**src/trpo_pkg.sv**
```systemverilog
// shared constants and types for the tft rgb panel output block
package trpo_pkg;
  // =========================================================
  // pixel formats carried with each stored word
  typedef enum logic [1:0] {
    FMT_RGB888,
    FMT_RGB565,
    FMT_RGB332,
    FMT_INDEX
  } trpo_fmt_t;

  // =========================================================
  // output width select codes
  localparam logic [1:0] WSEL_24 = 2'h0;
  localparam logic [1:0] WSEL_18 = 2'h1;
  localparam logic [1:0] WSEL_16 = 2'h2;

  // =========================================================
  // widths
  localparam int PIX_W = 24;
  localparam int WORD_W = PIX_W + 2;
  localparam int DIV_W = 16;
  localparam int PAL_AW = 9;
  localparam int PAL_W = 12;
  localparam int FIFO_DEPTH_DEF = 8;

  // =========================================================
  // panel lines left without a colour bit
  localparam logic [23:0] LOW2_MASK = 24'h030303;
  localparam logic [23:0] LOW3_MASK = 24'h070307;

  // =========================================================
  // default scan timing, in pixel clocks and lines
  localparam logic [11:0] H_ACTIVE_DEF = 12'h320;
  localparam logic [11:0] H_FP_DEF = 12'h028;
  localparam logic [11:0] H_SYNC_DEF = 12'h030;
  localparam logic [11:0] H_BP_DEF = 12'h028;
  localparam logic [11:0] V_ACTIVE_DEF = 12'h1e0;
  localparam logic [11:0] V_FP_DEF = 12'h00d;
  localparam logic [11:0] V_SYNC_DEF = 12'h003;
  localparam logic [11:0] V_BP_DEF = 12'h01d;
endpackage

```
**src/trpo_stream_if.sv**
```systemverilog
// valid/ready word stream between the block's own modules
`timescale 1ns/1ps
`default_nettype none
interface trpo_stream_if #(
  parameter int W = 26
) ();
  logic valid;
  logic ready;
  logic [W-1:0] data;
  modport src (output valid, output data, input ready);
  modport snk (input valid, input data, output ready);
endinterface
`default_nettype wire

```
**src/trpo_fifo.sv**
```systemverilog
// show-ahead fifo buffering stored pixels ahead of the scan logic
`timescale 1ns/1ps
`default_nettype none
module trpo_fifo #(
  parameter int WIDTH = 26,
  parameter int DEPTH = 8
) (
  input wire logic clk_in,
  input wire logic sys_rst_in,
  trpo_stream_if.snk wr_if,
  trpo_stream_if.src rd_if
);
  localparam int AW = $clog2(DEPTH);
  localparam logic [AW:0] FULL_CNT = (AW + 1)'(DEPTH);

  typedef struct packed {
    logic [DEPTH-1:0][WIDTH-1:0] mem;
    logic [AW-1:0] wr;
    logic [AW-1:0] rd;
    logic [AW:0] cnt;
    logic not_full;
    logic has_data;
  } trpo_fifo_state_t;

  trpo_fifo_state_t s_q;
  trpo_fifo_state_t s_d;
  logic push;
  logic pop;

  if (DEPTH < 2 || (DEPTH & (DEPTH - 1)) != 0) begin : g_bad_depth
    $error("trpo_fifo: DEPTH must be a power of two, at least 2");
  end

  // flags are registered so ready and valid leave straight from flops
  assign wr_if.ready = s_q.not_full;
  assign rd_if.valid = s_q.has_data;
  assign rd_if.data = s_q.mem[s_q.rd];

  always_comb begin
    s_d = s_q;
    push = wr_if.valid && s_q.not_full;
    pop = rd_if.ready && s_q.has_data;
    if (push) begin
      s_d.mem[s_q.wr] = wr_if.data;
      s_d.wr = s_q.wr + 1'b1;
    end
    if (pop) begin
      s_d.rd = s_q.rd + 1'b1;
    end
    case ({push, pop})
      2'b10: s_d.cnt = s_q.cnt + 1'b1;
      2'b01: s_d.cnt = s_q.cnt - 1'b1;
      default: s_d.cnt = s_q.cnt;
    endcase
    s_d.not_full = (s_d.cnt != FULL_CNT);
    s_d.has_data = (s_d.cnt != '0);
  end

  always_ff @(posedge clk_in) begin
    if (sys_rst_in) begin
      s_q <= '0;
      s_q.not_full <= 1'b1;
    end else begin
      s_q <= s_d;
    end
  end
endmodule // trpo_fifo
`default_nettype wire

```
**src/trpo_panel_output.sv**
```systemverilog
// panel output: format expansion, palette, scan clock, sync and bus mapping
`timescale 1ns/1ps
`default_nettype none
// =========================================================
module trpo_panel_output
  import trpo_pkg::*;
#(
  parameter bit NARROW_BUS = 1'b0,
  parameter int FIFO_DEPTH = FIFO_DEPTH_DEF,
  parameter logic [11:0] H_ACTIVE = H_ACTIVE_DEF,
  parameter logic [11:0] H_FP = H_FP_DEF,
  parameter logic [11:0] H_SYNC = H_SYNC_DEF,
  parameter logic [11:0] H_BP = H_BP_DEF,
  parameter logic [11:0] V_ACTIVE = V_ACTIVE_DEF,
  parameter logic [11:0] V_FP = V_FP_DEF,
  parameter logic [11:0] V_SYNC = V_SYNC_DEF,
  parameter logic [11:0] V_BP = V_BP_DEF
) (
  input wire logic clk_in,
  input wire logic sys_rst_in,
  input wire logic pix_valid_in,
  input wire logic [1:0] pix_fmt_in,
  input wire logic [PIX_W-1:0] pix_data_in,
  output logic pix_ready_out,
  input wire logic [1:0] width_sel_in,
  input wire logic [7:0] pclk_div_lo_in,
  input wire logic [7:0] pclk_div_hi_in,
  input wire logic pal_wr_in,
  input wire logic [PAL_AW-1:0] pal_addr_in,
  input wire logic [PAL_W-1:0] pal_wdata_in,
  output logic pclk_out,
  output logic hsync_n_out,
  output logic vsync_n_out,
  output logic de_out,
  output logic [PIX_W-1:0] panel_data_bus_out,
  output logic underrun_out
);
  // =========================================================
  // derived timing
  localparam logic [11:0] HS_START = H_ACTIVE + H_FP;
  localparam logic [11:0] HS_END = HS_START + H_SYNC;
  localparam logic [11:0] H_LAST = HS_END + H_BP - 12'h001;
  localparam logic [11:0] VS_START = V_ACTIVE + V_FP;
  localparam logic [11:0] VS_END = VS_START + V_SYNC;
  localparam logic [11:0] V_LAST = VS_END + V_BP - 12'h001;
  localparam int PAL_DEPTH = 2 ** (PAL_AW - 1);

  if (int'(H_ACTIVE) + int'(H_FP) + int'(H_SYNC) + int'(H_BP) > 4096 ||
      int'(V_ACTIVE) + int'(V_FP) + int'(V_SYNC) + int'(V_BP) > 4096 ||
      H_ACTIVE == 12'h000 || V_ACTIVE == 12'h000 ||
      H_SYNC == 12'h000 || V_SYNC == 12'h000) begin : g_bad_timing
    $error("trpo_panel_output: scan timing does not fit the counters");
  end

  // =========================================================
  // state
  typedef struct packed {
    logic [DIV_W-1:0] div_cnt;
    logic pclk;
    logic [11:0] hcnt;
    logic [11:0] vcnt;
    logic stg_de;
    logic stg_hs_n;
    logic stg_vs_n;
    trpo_fmt_t stg_fmt;
    logic [PIX_W-1:0] stg_data;
    logic de;
    logic hs_n;
    logic vs_n;
    logic [PIX_W-1:0] bus;
    logic under;
    logic [DIV_W-1:0] gap;
    logic seen;
    logic [DIV_W-1:0] div_prev;
  } trpo_state_t;

  trpo_state_t s_q;
  trpo_state_t s_d;
  logic [DIV_W-1:0] div_w;
  logic tick;
  logic adv;
  logic active;
  logic h_end;
  logic [PIX_W-1:0] shown;
  logic [PAL_W-1:0] pal_mem [PAL_DEPTH];
  logic [PAL_W-1:0] pal_q;

  trpo_stream_if #(.W(WORD_W)) in_if ();
  trpo_stream_if #(.W(WORD_W)) rd_if ();

  // =========================================================
  // input buffer
  assign in_if.valid = pix_valid_in;
  assign in_if.data = {pix_fmt_in, pix_data_in};
  assign pix_ready_out = in_if.ready;

  trpo_fifo #(
    .WIDTH(WORD_W),
    .DEPTH(FIFO_DEPTH)
  ) u_fifo (
    .clk_in(clk_in),
    .sys_rst_in(sys_rst_in),
    .wr_if(in_if.snk),
    .rd_if(rd_if.src)
  );

  // =========================================================
  // format expansion; short fields repeat their top bits to fill 8
  function automatic logic [PIX_W-1:0] expand_rgb(
    input trpo_fmt_t fmt,
    input logic [PIX_W-1:0] d,
    input logic [PAL_W-1:0] p
  );
    case (fmt)
      FMT_RGB565: expand_rgb = {d[15:11], d[15:13], d[10:5], d[10:9],
                                d[4:0], d[4:2]};
      FMT_RGB332: expand_rgb = {d[7:5], d[7:5], d[7:6], d[4:2], d[4:2],
                                d[4:3], {4{d[1:0]}}};
      FMT_INDEX: expand_rgb = {p[11:8], p[11:8], p[7:4], p[7:4],
                               p[3:0], p[3:0]};
      default: expand_rgb = d;
    endcase
  endfunction

  // rgb already sits at its 24-bit line positions, so narrower modes
  // only need the lines below each colour's top bits forced low
  function automatic logic [PIX_W-1:0] map_bus(
    input logic [1:0] wsel,
    input logic [PIX_W-1:0] rgb
  );
    logic [PIX_W-1:0] c;
    c = NARROW_BUS ? (rgb & ~LOW2_MASK) : rgb;
    case (wsel)
      WSEL_16: map_bus = c & ~LOW3_MASK;
      WSEL_18: map_bus = c & ~LOW2_MASK;
      default: map_bus = c;
    endcase
  endfunction

  // =========================================================
  // palette; index is the byte address over two
  always_ff @(posedge clk_in) begin
    if (pal_wr_in) begin
      pal_mem[pal_addr_in[PAL_AW-1:1]] <= pal_wdata_in;
    end
    if (rd_if.ready) begin
      pal_q <= pal_mem[rd_if.data[PAL_AW-2:0]];
    end
  end

  // =========================================================
  // scan engine
  assign div_w = {pclk_div_hi_in, pclk_div_lo_in};

  always_comb begin
    s_d = s_q;
    // >= so a divisor lowered mid-count does not wrap the counter
    tick = (s_q.div_cnt >= div_w);
    adv = tick && s_q.pclk;
    h_end = (s_q.hcnt == H_LAST);
    active = (s_q.hcnt < H_ACTIVE) && (s_q.vcnt < V_ACTIVE);
    rd_if.ready = adv && active && rd_if.valid;
    shown = expand_rgb(s_q.stg_fmt, s_q.stg_data, pal_q);
    s_d.div_cnt = tick ? '0 : s_q.div_cnt + 1'b1;
    if (tick) begin
      s_d.pclk = ~s_q.pclk;
    end
    // data moves on the falling panel clock, panel samples on rising
    if (adv) begin
      s_d.hcnt = h_end ? 12'h000 : s_q.hcnt + 12'h001;
      if (h_end) begin
        s_d.vcnt = (s_q.vcnt == V_LAST) ? 12'h000 : s_q.vcnt + 12'h001;
      end
      // an empty buffer inside the active area shows black
      s_d.stg_de = active;
      s_d.stg_fmt = rd_if.valid ? trpo_fmt_t'(rd_if.data[WORD_W-1:PIX_W])
                                : FMT_RGB888;
      s_d.stg_data = rd_if.valid ? rd_if.data[PIX_W-1:0] : '0;
      s_d.stg_hs_n = !(s_q.hcnt >= HS_START && s_q.hcnt < HS_END);
      s_d.stg_vs_n = !(s_q.vcnt >= VS_START && s_q.vcnt < VS_END);
      s_d.under = active && !rd_if.valid;
      s_d.de = s_q.stg_de;
      s_d.hs_n = s_q.stg_hs_n;
      s_d.vs_n = s_q.stg_vs_n;
      s_d.bus = s_q.stg_de ? map_bus(width_sel_in, shown) : '0;
    end
    // helper for the clock period check
    s_d.div_prev = div_w;
    s_d.gap = (s_d.pclk != s_q.pclk) ? '0 : s_q.gap + 1'b1;
    if (div_w != s_q.div_prev) begin
      s_d.seen = 1'b0;
    end else if (tick) begin
      s_d.seen = 1'b1;
    end
  end

  always_ff @(posedge clk_in) begin
    if (sys_rst_in) begin
      s_q <= '0;
      s_q.stg_hs_n <= 1'b1;
      s_q.stg_vs_n <= 1'b1;
      s_q.hs_n <= 1'b1;
      s_q.vs_n <= 1'b1;
    end else begin
      s_q <= s_d;
    end
  end

  // =========================================================
  // outputs
  assign pclk_out = s_q.pclk;
  assign hsync_n_out = s_q.hs_n;
  assign vsync_n_out = s_q.vs_n;
  assign de_out = s_q.de;
  assign panel_data_bus_out = s_q.bus;
  assign underrun_out = s_q.under;
endmodule // trpo_panel_output
`default_nettype wire

```
**config.mk**
```make
export PLATFORM = sky130hd
export DESIGN_NAME = trpo_panel_output
export DESIGN_NICKNAME = d
export VERILOG_FILES = /design/src/trpo_pkg.sv /design/src/trpo_stream_if.sv /design/src/trpo_fifo.sv /design/src/trpo_panel_output.sv
export SDC_FILE = /design/constraint.sdc
export NUM_CORES = 2
export LEC_CHECK = 0
export BUFFER_PORTS_ARGS = -buffer_cell sky130_fd_sc_hd__buf_2
export CAP_MARGIN = 25
export CORE_ASPECT_RATIO = 2
export CORE_MARGIN = 5
export CORE_UTILIZATION = 58
export CTS_CLUSTER_SIZE = 12
export DETAILED_ROUTE_END_ITERATION = 16
export GPL_TIMING_DRIVEN = 0
export PLACE_DENSITY = 0.74
export SYNTH_ARGS = -nofsm -noshare
export SYNTH_HDL_FRONTEND = slang
export SYNTH_SLANG_ARGS = --single-unit
```
**constraint.sdc**
```tcl
create_clock -name clk_in -period 5.87 [get_ports clk_in]
set_input_delay 1.174 -clock clk_in [delete_from_list [all_inputs] [get_ports clk_in]]
set_output_delay 1.174 -clock clk_in [all_outputs]
set_load 0.01 [all_outputs]
```
Word level (Yosys, flattened, before mapping)
Memories as Yosys holds them, arrays and structs flattened. A register that Yosys moved wholly into a read port is not among the register bits.
Cells that the tools add are included.
{"block": "word_totals", "ramBits": 3072, "ff_bits": 318, "word_cells": 87, "mem_count": 1, "in_bits": 69}
{"name": "pal_mem", "words": 256, "word_bits": 12, "read_ports": 1, "rd_clocked_by_memory_dff": 1, "write_ports": 1, "line": "trpo_panel_output.sv:85", "source": "logic [PAL_W-1:0] pal_mem [PAL_DEPTH];"}
{"block": "op_classes", "n_reduce_logical": 16, "n_mux": 15, "eq_ne": 10, "n_bitwise": 1, "n_lt_le_gt_ge": 10, "addsub": 7}
{"operator": "208-bit bitwise mux", "n": 1}
{"operator": "26-bit binary-select mux with 3-bit select", "n": 1}
{"operator": "26-bit demux with 3-bit select", "n": 1}
{"operator": "24-bit one-hot mux with 3 select lines", "n": 1}
{"operator": "26-bit 2-to-1 mux", "n": 2}
{"operator": "24-bit 2-to-1 mux", "n": 2}
{"operator": "19-bit one-hot mux with 2 select lines", "n": 1}
{"operator": "12-bit by 1-bit adder with 12-bit output, second input constant", "n": 2}
{"operator": "12-bit by 10-bit == test with 1-bit output, second input constant", "n": 2}
{"operator": "12-bit by 10-bit less-than comparator with 1-bit output, second input constant", "n": 2}
{"operator": "12-bit by 9-bit less-than comparator with 1-bit output, second input constant", "n": 2}
{"operator": "12-bit 2-to-1 mux", "n": 2}
{"operator": "16-bit by 1-bit adder with 16-bit output, second input constant", "n": 1}
{"operator": "16-bit greater-or-equal comparator", "n": 1}
{"operator": "12-bit by 10-bit greater-or-equal comparator with 1-bit output, second input constant", "n": 1}
{"operator": "12-bit by 9-bit greater-or-equal comparator with 1-bit output, second input constant", "n": 1}
{"operator": "1-bit logical AND", "n": 10}
{"operator": "2-bit == test, second input constant", "n": 4}
{"operator": "3-bit by 4-bit less-than comparator with 1-bit output, second input constant", "n": 2}
{"operator": "4-bit one-hot mux with 2 select lines", "n": 1}
{"operator": "3-bit by 1-bit adder with 3-bit output, second input constant", "n": 2}
{"operator": "2-bit by 1-bit == test with 1-bit output, second input constant", "n": 3}
{"operator": "4-bit by 1-bit adder with 4-bit output, second input constant", "n": 1}
{"operator": "4-bit != test, second input constant", "n": 1}
{"operator": "other kinds (9)", "n": 12}

Logic depth before layout (Yosys ltp)
{"block": "logic_depth", "ltp_word": 8, "ltp_mapped": 18, "ltp_nobuf": 17}

Hierarchy
From an unflattened synthesis, not the netlist that was laid out.
{"block": "hier_totals", "hier_cells": 6983, "area_unflattened_um2": 133181.5}
{"mod": "trpo_panel_output", "cells_each": 5884, "seq_area_each_um2": 94570.7, "instances": 1, "area_each_um2": 123672.4}
{"mod": "trpo_fifo", "cells_each": 1099, "seq_area_each_um2": 4404.2, "instances": 1, "area_each_um2": 9509.1}

Worst setup path before layout
Ideal clock, no wire load.
{"block": "synth_path", "path_kind": "in2reg", "start": "input port pclk_div_hi_in[1]", "end": "register u_fifo.s_q (netlist bit u_fifo.rd_if.valid)", "cell_stages": 16, "setup_ns": 0.132, "t_arrival_ns": 5.126, "required_time_ns": 5.738, "setup_slack_ns": 0.612, "cell_sequence": "inv_1 > ha_1 > and4_1 > o211a_1 > nand3_1 > o21a_1 > clkbuf_1 > a211oi_1 > ha_1 > inv_1 > fa_1 > xor2_1 > nor2_1 > a21oi_1 > a21boi_0 > a21oi_1"}
{"block": "synth_via", "elab_chain_cells": 8}
{"element": "from (decl)", "line": "trpo_panel_output.sv:27", "source": "input wire logic [7:0] pclk_div_hi_in,"}
{"element": "16-bit greater-or-equal comparator (*)", "line": "trpo_panel_output.sv:158", "source": "tick = (s_q.div_cnt >= div_w);"}
{"element": "1-bit logical AND (*)", "line": "trpo_panel_output.sv:159", "source": "adv = tick && s_q.pclk;"}
{"element": "1-bit logical AND (*) (2 in a row)", "line": "trpo_panel_output.sv:162", "source": "rd_if.ready = adv && active && rd_if.valid;"}
{"element": "named net rd_if.ready", "line": "trpo_stream_if.sv:8", "source": "logic ready;"}
{"element": "1-bit logical AND (*)", "line": "trpo_fifo.sv:42", "source": "pop = rd_if.ready && s_q.has_data;"}
{"element": "2-bit by 1-bit == test with 1-bit output or 2-bit == test (tied branches)", "line": "trpo_fifo.sv:50", "source": "case ({push, pop})"}
{"element": "4-bit one-hot mux with 2 select lines (*)", "line": "trpo_fifo.sv:50"}
{"element": "4-bit nonzero test (*)", "line": "trpo_fifo.sv:56", "source": "s_d.has_data = (s_d.cnt != '0);"}
{"element": "to (decl)", "line": "trpo_fifo.sv:25", "source": "trpo_fifo_state_t s_q;"}
Mark *: on every way through the listed nets, which the timed path passes. The rest lies on a longest branch.
A chain may end at the register's enable or synchronous reset.

Worst setup path after layout
{"block": "layout_path", "start": "register u_fifo.s_q[6] in the netlist's numbering", "end": "register pal_q[4] (read register of pal_mem), data pin"}
{"block": "layout_via", "elab_chain_cells": 2}
{"element": "26-bit binary-select mux with 3-bit select", "line": "trpo_fifo.sv:37", "source": "assign rd_if.data = s_q.mem[s_q.rd];"}
{"element": "26-bit 2-to-1 mux (implied by the code)", "line": "trpo_fifo.sv:37"}
{"element": "to (decl)", "line": "trpo_panel_output.sv:86", "source": "logic [PAL_W-1:0] pal_q;"}
Every way passes these cells. The select of a mux whose other input is x is not followed.

==> flow_summary_export.csv <==
group,metric,value,unit
run_status,outcome,"finished, violations left",
run_status,violations,"negative setup slack",
power_and_ir_drop,peakVddDrop,0.442,mV
logic_synthesis,synth.distinct_cells,67,
logic_synthesis,synth_warnings,0,
cells_and_area,drive_gt1_share,19.7,%
global_route,grt_max_degree,184,
cts,clk_pin_slew_worst_paths,0.06,ns
logic_synthesis,syn-num-nets,8535,
sta,fmax,162,MHz
cts,tritoncts,"yes",
placement,place_congestion,1.07,
cells_and_area,syn_to_final_growth,14.7,%
cts,clk-insertion-delay-late,0.93,ns
global_route,first_global_vias,85200,
logic_synthesis,ys_ff_latch,3402,
floorplan,die_w,349,µm
critical_path,cp.arrival,6.80,ns
cells_and_area,fin_area,153000,µm²
critical_path,r2r-start,"u_fifo.s_q[6]",
critical_path,required,6.51,ns
critical_path,r2r_setup_slack,-0.29,ns
sta,hold_ws,0.452,ns
logic_synthesis,synthFlopType,"edfxtp_1",
cts,clockRootBuffer,"clkbuf_16",
logic_synthesis,syn_area,134000,µm²
placement,port_buffers,63,
logic_synthesis,seq_area_frac_synth,74.1,%
floorplan,io_pins,99,
cells_and_area,fin_util,66.8,%
sta,finalHoldViolations,0,
cts,cts.path.max_buffers,4,
floorplan,start_util,58.2,%
floorplan,fp.dieH,689,µm
sta,max_slew_margin,12.5,%
placement,hpwl,382000,µm
detailed_routing,firstDrtPassIters,9,
min_path,hold_depth,2,
detailed_routing,viasPerCell,7.06,
flow_run,drv_cap,0,
critical_path,path_common_cell,"buf_2",
sta,worst_slack,-0.288,ns
min_path,min_path_type,"flop to flop",
critical_path,worstPathCellList,"buf_2 -> buf_4 -> mux4_2 -> buf_2 -> buf_2 -> buf_2 -> buf_2 -> mux4_2 -> a22oi_1 -> o2111ai_1 -> nor3_2 -> nor4_1",
logic_synthesis,synth-edff-count,3084,
logic_synthesis,syn_avg_cell_area,15.8,µm²
sta,min_period,6.16,ns
min_path,holdCritStartpoint,"u_fifo.s_q[83]",
critical_path,cp-start-kind,"flop",
logic_synthesis,synth_cells,8437,
placement,place_ws,-0.459,ns
detailed_routing,wl,529000,µm
sta,finClkSkew,0.0387,ns
sta,setup_viol,11,
logic_synthesis,yosys-top-cells-count,"edfxtp_1, nand2_1, nand3_1, mux4_2, a21oi_1",
global_route,antenna_found_initial,41,
logic_synthesis,netlist.area_leader.share,69.3,%
detailed_routing,via_count,87000,
sta,min_period_over_period,105,%
global_route,grt_pass1_wl,705000,µm
sta,worstMarginPinSlew,1.31,ns
critical_path,reg2reg_to,"pal_q[4]",
cts,postCtsSetupRepairBufs,0,
critical_path,critical-path-max-stage-delay,0.78,ns
logic_synthesis,synth.largest_area_cell,"edfxtp_1",
global_route,gr-total-overflow,0,
critical_path,crit_path_end_kind,"flop",
cts,cts_inserted_buffers,330,
placement,placed_area,144000,µm²
cts,cts-htree-levels,5,
logic_synthesis,yosysMostFrequentCell,"edfxtp_1",
global_route,grt.total_usage,43.8,%
critical_path,cp_max_fo,10,
critical_path,slowest_stage,"a22oi_1",
logic_synthesis,async_flop_share,0,%
floorplan,row_count,249,
detailed_routing,antenna_left,0,
min_path,holdPathEnd,"u_fifo.s_q[83]",
critical_path,ff2ff_path_depth,12,
logic_synthesis,netlist_top_cells_area,"edfxtp_1, mux4_2, dfxtp_1",
sta,slew_violations,0,
detailed_routing,wire_per_inst,42.9,µm
power_and_ir_drop,cellPowerDensity,326,nW/µm²
power_and_ir_drop,leakage,0.0490,µW
critical_path,criticalPathCategory,"flop to flop",
cells_and_area,fin_nets,9278,
detailed_routing,drcViolationCount,0,
sta,fin_tns_setup,-1.70,ns
sta,rsz0062_at_grt,"no",
detailed_routing,dr.first_iter.drc_count,13300,
floorplan,core,230000,µm²
floorplan,die_area,241000,µm²
cts,clock_sinks,3402,
-- kinds of logic (layout without fill, tap and decap cells) --
family,count (synthesis),count (layout),synth area share (%)
flops,3402,3402,74.1
simple gates,2899,2899,9.29
compound gates,783,783,3.80
mux,675,675,10.3
buf+inv,620,1451,2.14
fa+ha+maj,29,29,0.277
xor+xnor,29,29,0.190
other cells,0,43,0
-- worst max path at each step --
| stage | to | startpoint |
|---|---|---|
| final | pal_q[4] | u_fifo.s_q[6] |
| after global placement | pal_q[2] | u_fifo.s_q[7] |
| after global routing | pal_q[10] | u_fifo.s_q[8] |
| after CTS | pal_q[3] | u_fifo.s_q[8] |
| after floorplan | u_fifo.rd_if.valid | pclk_div_hi_in[1] |
| after detailed placement | pal_q[8] | u_fifo.s_q[8] |
-- critical path: cells and delay by family (launching register included) --
family	cells	cell delay, ns
flip-flops	1	0.34
AND/OR/NAND/NOR	2	0.77
buffers and inverters	6	2.54
AO/OA/AOI/OAI	2	1.32
multiplexers	2	0.85
-- report_power, final --
part / leakage [µW] / switching, µW / internal (µW) / total (µW)
clock: 0.00437 / 8940 / 10400 / 19300
sequential: 0.0303 / 33.1 / 26500 / 26500
combinational: 0.0144 / 3080 / 1080 / 4150
-- layout by cell type (no fill, tap or decap), drive strengths merged, types with 28 or more instances in the layout --
cell type and count:
mux4 554, diode 43, a21oi 367, clkbuf 760
dfxtp 318, nand2 1603, buf 632, nor3 43
a22oi 188, mux2i 111, nor2 321, nand4 54
inv 40, nand3 758, edfxtp 3084, ha 28
and4 28
-- cell type report --
class / instances / area (µm²)
antenna: 43 / 108
buffer: 580 / 2820
clock buffer: 400 / 8710
clock inverter: 20 / 239
fill: 15400 / 76300
inverter: 36 / 135
multi-input combinational: 4415 / 32600
sequential: 3402 / 99000
tap: 3012 / 3770
timing repair buffer: 415 / 6000
-- stage by stage --
step	instances	total power (µW)
finish	12300	50000
global route	12300	50800
floorplan	8437	28600
global placement	11500	30700
CTS	12300	49600
detailed placement	11800	30900
-- sequential cells by signal, indices dropped and copies added (netlist names), 12 cells and up --
signal,count
pal_mem,3072
u_fifo.s_q,218
s_q,69
panel_data_bus_out,24
pal_q,12
-- layer usage --
layer | wire length (µm) | GRT usage (%) | part of all wire [%]
met1 | 140000 | 41.0 | 26
met5 | 249 | 0.465 | 0.047
met3 | 55700 | 13.3 | 11
met2 | 256000 | 70.9 | 48
met4 | 77900 | 49.1 | 15
-- what timing repair did --
| item | in CTS | in global routing |
|---|---|---|
| setup endpoints to repair | 12 | 12 |
| resized for setup | 39 | 53 |
| pin swaps | 0 | 0 |
| hold buffers | 0 | 0 |
No activity file was read; power rests on OpenSTA's default activity.
